==> config.mk <==
export PLATFORM = sky130hd
export DESIGN_NAME = mode_config_port
export DESIGN_NICKNAME = d
export VERILOG_FILES = /design/src/rtl/mode_config_port.v /design/src/rtl/pin_sync.v
export VERILOG_INCLUDE_DIRS = /design/src /design/src/rtl
export SDC_FILE = /design/constraint.sdc
export NUM_CORES = 1
export LEC_CHECK = 0
export ABC_AREA = 1
export BUFFER_PORTS_ARGS = -buffer_cell sky130_fd_sc_hd__buf_2
export CAP_MARGIN = 20
export CORE_MARGIN = 5
export CORE_UTILIZATION = 45
export CTS_CLUSTER_SIZE = 28
export DETAILED_ROUTE_END_ITERATION = 6
export PLACE_DENSITY_LB_ADDON = 0.15
export SLEW_MARGIN = 10
export SYNTH_ARGS = -nofsm -noshare
export SYNTH_HDL_FRONTEND = slang
export SYNTH_SLANG_ARGS = --single-unit
==> constraint.sdc <==
create_clock -name clk_i -period 1.67 [get_ports clk_i]
set_input_delay 0.334 -clock clk_i [delete_from_list [all_inputs] [get_ports clk_i]]
set_output_delay 0.334 -clock clk_i [all_outputs]
set_load 0.02 [all_outputs]
==> src/rtl/mode_port_defs.vh <==
// Constants for the converter mode configuration port.
`ifndef MODE_PORT_DEFS_VH
`define MODE_PORT_DEFS_VH
`define ADDR_SOFT_RESET 7'h00
`define ADDR_FORMAT_POWERDOWN 7'h01
`define ADDR_OUTPUT_MODE 7'h02
`define ADDR_PATTERN_HIGH 7'h03
`define ADDR_PATTERN_LOW 7'h04
`define REG_COUNT 5
`define REG_RESET_VALUE 8'h00
`define SOFT_RESET_BIT 7
`define SLEEP_BIT 4
`define WORD_BITS 16
`define BIT_COUNT_W 5
`define SLEEP_PULSE_CYCLES 4'h8
`define NAP_RECOVERY_SAMPLE_CYCLES 100
`define SLEEP_RECOVERY_US 2000
`define NAP_SETTLE_US 50
`endif

==> src/rtl/mode_config_port.v <==
// Mode configuration port: parallel strap decode and serial register access.
`timescale 1ns/1ns
`include "mode_port_defs.vh"

// Every pin passes a two-stage synchroniser and the serial clock also an edge detector, so each serial
// clock level must stand for more than one system clock to be seen.
module mode_config_port (
  input wire clk_i,
  input wire rst_n_i,
  input wire interface_select_pin_i,
  input wire cs_n_pin_i,
  input wire sck_pin_i,
  input wire sdi_pin_i,
  input wire serial_out_pin_i,
  output wire serial_out_pin_o,
  output wire serial_out_pin_oe_n_o,
  output reg chip_sleep_o,
  output reg [3:0] channel_nap_o,
  output reg two_lane_16bit_o,
  output reg one_lane_14bit_o,
  output reg low_drive_current_o,
  output reg termination_on_o,
  output reg [7:0] format_powerdown_o,
  output reg [7:0] output_mode_o,
  output reg [7:0] pattern_high_o,
  output reg [7:0] pattern_low_o
);
  wire [4:0] pins_sync;
  reg sck_prev;
  reg reset_bit;
  reg [`BIT_COUNT_W-1:0] bit_count;
  reg [15:0] shift_in;
  reg [7:0] shift_out;
  reg reading;
  reg drive_low;
  reg [3:0] reset_sleep_count;
  reg [7:0] read_value;
  wire par_mode;
  wire cs_n;
  wire sck;
  wire sdi;
  wire sdo_in;
  wire sck_rise;
  wire sck_fall;
  wire active;
  wire [15:0] next_shift_in;
  wire [6:0] word_addr;
  wire take_bit;
  wire write_strobe;
  wire load_read;
  wire shift_read;
  wire sleep_all;
  wire [3:0] next_channel_nap;
  genvar ch;

  pin_sync #(.WIDTH(5)) u_sync (
    .clk_i(clk_i),
    .rst_n_i(rst_n_i),
    .async_i({interface_select_pin_i, !cs_n_pin_i, sck_pin_i, sdi_pin_i, serial_out_pin_i}),
    .sync_o(pins_sync)
  );

  assign par_mode = pins_sync[4];
  // Chip-select is carried inverted so the cleared synchroniser reads as deselected.
  assign cs_n = !pins_sync[3];
  assign sck = pins_sync[2];
  assign sdi = pins_sync[1];
  assign sdo_in = pins_sync[0];
  assign active = !par_mode && !cs_n;
  assign sck_rise = active && sck && !sck_prev;
  assign sck_fall = active && !sck && sck_prev;
  assign next_shift_in = {shift_in[14:0], sdi};
  assign word_addr = next_shift_in[14:8];
  assign take_bit = sck_rise && (bit_count < `WORD_BITS);
  assign write_strobe = take_bit && (bit_count == 5'h0F) && !reading;
  assign load_read = take_bit && (bit_count == 5'h07) && reading;
  assign shift_read = sck_fall && reading && (bit_count >= 5'h08) && (bit_count <= 5'h0F);
  assign sleep_all = format_powerdown_o[`SLEEP_BIT];

  // Sleep overrides every channel nap bit.
  generate
    for (ch = 0; ch < 4; ch = ch + 1) begin : g_nap
      assign next_channel_nap[ch] = format_powerdown_o[ch] && !sleep_all;
    end
  endgenerate

  // Open drain: the output value is always low and only the enable moves.
  assign serial_out_pin_o = 1'b0;
  assign serial_out_pin_oe_n_o = !(drive_low && active && reading);

  always @* begin
    case (next_shift_in[6:0])
      `ADDR_FORMAT_POWERDOWN: read_value = format_powerdown_o;
      `ADDR_OUTPUT_MODE: read_value = output_mode_o;
      `ADDR_PATTERN_HIGH: read_value = pattern_high_o;
      `ADDR_PATTERN_LOW: read_value = pattern_low_o;
      default: read_value = 8'h00;
    endcase
  end

  // Frame state: bit counter, input shift register and the read flag.
  always @(posedge clk_i) begin
    if (!rst_n_i) begin
      sck_prev <= 1'b0;
      bit_count <= {`BIT_COUNT_W{1'b0}};
      shift_in <= 16'h0000;
      reading <= 1'b0;
    end else begin
      sck_prev <= sck;
      if (!active) begin
        bit_count <= {`BIT_COUNT_W{1'b0}};
        reading <= 1'b0;
      end else if (take_bit) begin
        shift_in <= next_shift_in;
        bit_count <= bit_count + 5'h01;
        if (bit_count == 5'h00) begin
          reading <= sdi;
        end
      end
    end
  end

  // Read data changes on falling edges so the host samples it on rising ones.
  always @(posedge clk_i) begin
    if (!rst_n_i) begin
      shift_out <= 8'h00;
      drive_low <= 1'b0;
    end else if (!active) begin
      drive_low <= 1'b0;
    end else if (load_read) begin
      shift_out <= read_value;
    end else if (shift_read) begin
      drive_low <= !shift_out[7];
      shift_out <= {shift_out[6:0], 1'b0};
    end else if (sck_fall && bit_count == `WORD_BITS) begin
      drive_low <= 1'b0;
    end
  end

  // Mode registers, the self-clearing reset bit and the sleep pulse of a soft reset.
  always @(posedge clk_i) begin
    if (!rst_n_i) begin
      reset_bit <= 1'b0;
      reset_sleep_count <= 4'h0;
      format_powerdown_o <= `REG_RESET_VALUE;
      output_mode_o <= `REG_RESET_VALUE;
      pattern_high_o <= `REG_RESET_VALUE;
      pattern_low_o <= `REG_RESET_VALUE;
    end else begin
      if (!active) begin
        // The reset bit lives only until the write that set it has ended.
        reset_bit <= 1'b0;
      end
      if (reset_sleep_count != 4'h0) begin
        reset_sleep_count <= reset_sleep_count - 4'h1;
      end
      if (write_strobe) begin
        case (word_addr)
          `ADDR_SOFT_RESET: begin
            // Only the top bit acts; it is never readable, so it reads back as zero.
            if (next_shift_in[`SOFT_RESET_BIT]) begin
              reset_bit <= 1'b1;
              format_powerdown_o <= `REG_RESET_VALUE;
              output_mode_o <= `REG_RESET_VALUE;
              pattern_high_o <= `REG_RESET_VALUE;
              pattern_low_o <= `REG_RESET_VALUE;
              reset_sleep_count <= `SLEEP_PULSE_CYCLES;
            end
          end
          `ADDR_FORMAT_POWERDOWN: format_powerdown_o <= next_shift_in[7:0];
          `ADDR_OUTPUT_MODE: output_mode_o <= next_shift_in[7:0];
          `ADDR_PATTERN_HIGH: pattern_high_o <= next_shift_in[7:0];
          `ADDR_PATTERN_LOW: pattern_low_o <= next_shift_in[7:0];
          default: reset_bit <= reset_bit;
        endcase
      end
    end
  end

  always @(posedge clk_i) begin
    if (!rst_n_i) begin
      chip_sleep_o <= 1'b0;
      channel_nap_o <= 4'h0;
      two_lane_16bit_o <= 1'b1;
      one_lane_14bit_o <= 1'b0;
      low_drive_current_o <= 1'b0;
      termination_on_o <= 1'b0;
    end else if (par_mode) begin
      chip_sleep_o <= sdi;
      channel_nap_o <= 4'h0;
      two_lane_16bit_o <= !cs_n;
      one_lane_14bit_o <= cs_n;
      low_drive_current_o <= sck;
      termination_on_o <= sdo_in;
    end else begin
      chip_sleep_o <= sleep_all || (reset_sleep_count != 4'h0) || reset_bit;
      channel_nap_o <= next_channel_nap;
      two_lane_16bit_o <= (output_mode_o[2:0] == 3'b000);
      one_lane_14bit_o <= (output_mode_o[2:0] == 3'b101);
      low_drive_current_o <= (output_mode_o[7:5] == 3'b111);
      termination_on_o <= output_mode_o[4];
    end
  end
endmodule // mode_config_port

==> src/rtl/pin_sync.v <==
// Two-flip-flop synchroniser for a group of asynchronous pins.
`timescale 1ns/1ns
module pin_sync #(
  parameter WIDTH = 4
) (
  input wire clk_i,
  input wire rst_n_i,
  input wire [WIDTH-1:0] async_i,
  output reg [WIDTH-1:0] sync_o
);
  reg [WIDTH-1:0] meta;
  always @(posedge clk_i) begin
    if (!rst_n_i) begin
      meta <= {WIDTH{1'b0}};
      sync_o <= {WIDTH{1'b0}};
    end else begin
      meta <= async_i;
      sync_o <= meta;
    end
  end
endmodule // pin_sync
==> summary.txt <==
Setup path
  • Crit start category: register
  • Critical path type: reg2reg
  • R2R Path End: reset_sleep_count[2]$_SDFF_PN0_
  • CP Max Fanout: 5
  • R2r setup slk: -70 ps
  • CP arrival: just under 2000 ps
  • Worst setup path end: reset_sleep_count[2]$_SDFF_PN0_
  • CP Data Required Time: 1900 ps
  • RR Startpoint: bit_count[1]$_SDFFE_PN0N_
  • FF-to-FF path depth: 9
  • Worst Setup SP: bit_count[1]$_SDFFE_PN0N_
  • CP endpoint kind: register

Final layout
  • Antenna Cells: 0
  • Final nets: around 650
  • Post-route insts no fill: 754
  • Fin util: between 50% and 60%
  • Area growth from synthesis to layout: 23.7%
  • Layout cells sized above 1: between 20% and 30%

Pwr
  • Comb pwr share: 10.7%
  • Net switching power: approximately 1.1 mW
  • Cell internal pwr: 3.03 mW
  • Worst ir drop on vdd: 0.452 mV
  • Clk pwr share: 37.0%
  • Pleak: roughly 2.2 nW
  • Pwr dens: 835 mW/mm2
  • Flop pwr share: 52.3%
  • Sw Share: between 20% and 30%

Synthesis
  • Syn nets: 578
  • Post-Synth Simple-Gate Area: 30.1%
  • Largest family of logic cells by synthesized area: simple AND/OR/NAND/NOR gates
  • Seq cells post-synth: 86
  • Asr flop ratio synth: 0%
  • Post-Synthesis Cells: 567
  • Count leader, synth: nand2_1
  • Post-synthesis adder-cell area fraction: 1.25%
  • Syn_area_per_cell: around 7.1 um2
  • Post-Synth XOR/XNOR Area: 0.218%
  • Post-synth cell types: 32
  • Post-Syn Area: 0.00401 mm2
  • Mux contribution to synthesized area: 0%
  • Synth Area in Compound Gates: 13.2%
  • Largest area contributor in the netlist: dfxtp_1
  • Synth top area cells: dfxtp_1, nand2_1, inv_1
  • Sequential area share after synthesis: 42.9%
  • Most frequent cells after synthesis: nand2_1, inv_1, dfxtp_1, nor2_1, a21oi_1
  • Predominant post-synthesis flop cell: dfxtp_1
  • Top-area cell type share of the netlist area: between 40% and 50%
  • EDFF count, synth: 0
  • Yosys warning total: 0

Floorplan
  • Starting Density: 46.0%
  • Die area: 0.0109 mm2
  • # IOs: 50
  • Die height: 104 um
  • Core box area: ~0.0087 mm2
  • Core Rows: 34
  • Die W: 104 um

Hold path
  • Hold/Removal Path Class: in2reg
  • HP Start: cs_n_pin_i

Clock tree
  • TritonCTS clock tree: yes
  • H-tree depth: 3
  • Cts hold-fix bufs: 0
  • Clock transition at the registers of the reported paths: 90 ps
  • Clk buf depth: 2
  • Worst-Skew Late Latency: around 360 ps
  • Clock sinks: 86
  • Inserted Clock Buffers: 9
  • Root Buffer: clkbuf_8

Route
  • Vias after detailed routing: 3810
  • Number of vias per cell: 5.05
  • DRT iter0 DRCs: about 190
  • Post-route ant nets: 0
  • Final WL: 10.7 mm
  • Drt wl/cell: around 14 um
  • # DRC: 0
  • DRT Pass-1 Iters: 5

STA
  • RSZ-0062 raised after global routing: true
  • Period utilization: 104%
  • Final worst clock skew: between 10 and 15 ps
  • Highest clock rate: 574 MHz
  • Fin. Hold Viols: 0
  • Tightest Pin Transition: 539 ps
  • Max transition margin: 64.1%
  • Max-slew violation count: 0
  • Final setup vio count: 32
  • Fin crit period: between 1500 and 2000 ps
  • Final worst-path setup slack: -73.2 ps

Place
  • Placed Instances: 731
  • Hpwl dp: 7.54 mm
  • Routability cong.: 0.887
  • IO buf count: 48

Global routing
  • Initial antenna violation count: 0
  • GR Util met2: 30.5%
  • First-pass GRT wire length: 17.4 mm
  • Vias in the first global route: 3436
  • M3 GR Usage: 3.23%
  • GRT Util Overall: 19.4%
  • Top Usage Layer GRT: met2
  • GR Layer Usage met1: a little over a quarter
  • Largest net degree at the start of global routing: 52
  • Grt total ovfl: 0

Run status
  • Status: finished with violations
  • Failing checks: setup timing

Flow run
  • Max Cap Viol: 0
-- registers in the layout, indices dropped and copies added (netlist names), 4 cells and up --
register and cells:
u_sync.sync_o 5, u_sync.meta 5, shift_out 8, output_mode_o 8, bit_count 5, channel_nap_o 4
pattern_low_o 8, reset_sleep_count 4, shift_in 14, format_powerdown_o 8, pattern_high_o 8
-- logic make-up (layout without fill, tap and decap cells) --
logic type,after synthesis,in the layout
other cells,1,1
fa+ha+maj,4,4
xor+xnor,1,1
simple gates,256,256
buf+inv,116,195
flops,86,86
compound gates,103,103
-- layout make-up --
cell class	count	area (um2)
flip-flops and latches	86	1720
clock buffers	10	138
well taps	108	135
clock inverters	6	70.1
inverters	94	353
repair buffers	85	619
multi-input cells	365	1920
fillers	836	3760
-- worst min-delay path by stage --
stage                                   to  slack (ps)  depth (start not counted)
2_1_floorplan  u_sync.sync_o[0]$_SDFF_PN0_         390                          2
3_3_place_gp   u_sync.sync_o[3]$_SDFF_PN0_         400                          2
3_5_place_dp   u_sync.sync_o[3]$_SDFF_PN0_         400                          2
4_1_cts          u_sync.meta[3]$_SDFF_PN0_         120                          2
5_1_grt          u_sync.meta[3]$_SDFF_PN0_         120                          2
6_report         u_sync.meta[3]$_SDFF_PN0_         130                          2
-- power groups by stage --
stage          clock network [mW]  logic, mW  registers (mW)
4_1_cts                      1.57      0.415            2.17
5_1_grt                      1.65      0.520            2.18
2_1_floorplan                   0      0.301            2.22
3_5_place_dp                    0      0.410            2.21
3_3_place_gp                    0      0.389            2.21
6_report                     1.53      0.443            2.17
-- cells in the final DEF (no fill, tap or decap), types with 3 or more instances in the layout --
cell        count
nand2_1        95
inv_1          90
dfxtp_1        84
nor2_1         54
buf_2          48
nand3_1        46
a21oi_1        44
o21ai_0        32
buf_4          29
nand4_1        18
nand2_2        10
o21ai_1        10
clkbuf_8       10
nand3b_1        7
o21ai_2         7
nor2_2          6
nor3_1          6
nand3_4         5
buf_12          5
nor2_4          4
inv_2           3
a21oi_2         3
clkinvlp_4      3
-- stage by stage --
stage	TNS [ps]	setup slack (ps)	total power [mW]	cell area [um2]	hold WS, ps
2_1_floorplan	0	22.3	2.52	4010	390
3_3_place_gp	-474	-34.5	2.60	4520	398
3_5_place_dp	-1950	-103	2.62	4520	398
4_1_cts	0	0.669	4.15	4760	115
5_1_grt	-5020	-173	4.34	4960	120
6_report	-823	-73.2	4.14	4960	130
-- what timing repair did --
item	CTS	global route
endpoints found under the setup margin	35	46
gates cloned	0	3
setup buffers	0	4
gates resized for setup	6	30
pin swaps	1	13
-- routing by layer --
| metal | up-vias | wire, um |
|---|---|---|
| li1 | 1968 | - |
| met5 | - | 0 |
| met4 | 0 | 78 |
| met1 | 1740 | 5070 |
| met3 | 9 | 506 |
| met2 | 93 | 5090 |
-- critical path, stage by stage (launching register included) --
cell     delay (ps)
dfxtp_2         360
ha_4            150
nand2_4          50
nor2_2          100
ha_2            200
nand2_4          70
nor2_8          190
nand4_1         250
nand2_2         190
nor3_2           40
Power figures use the tool's default switching activity.
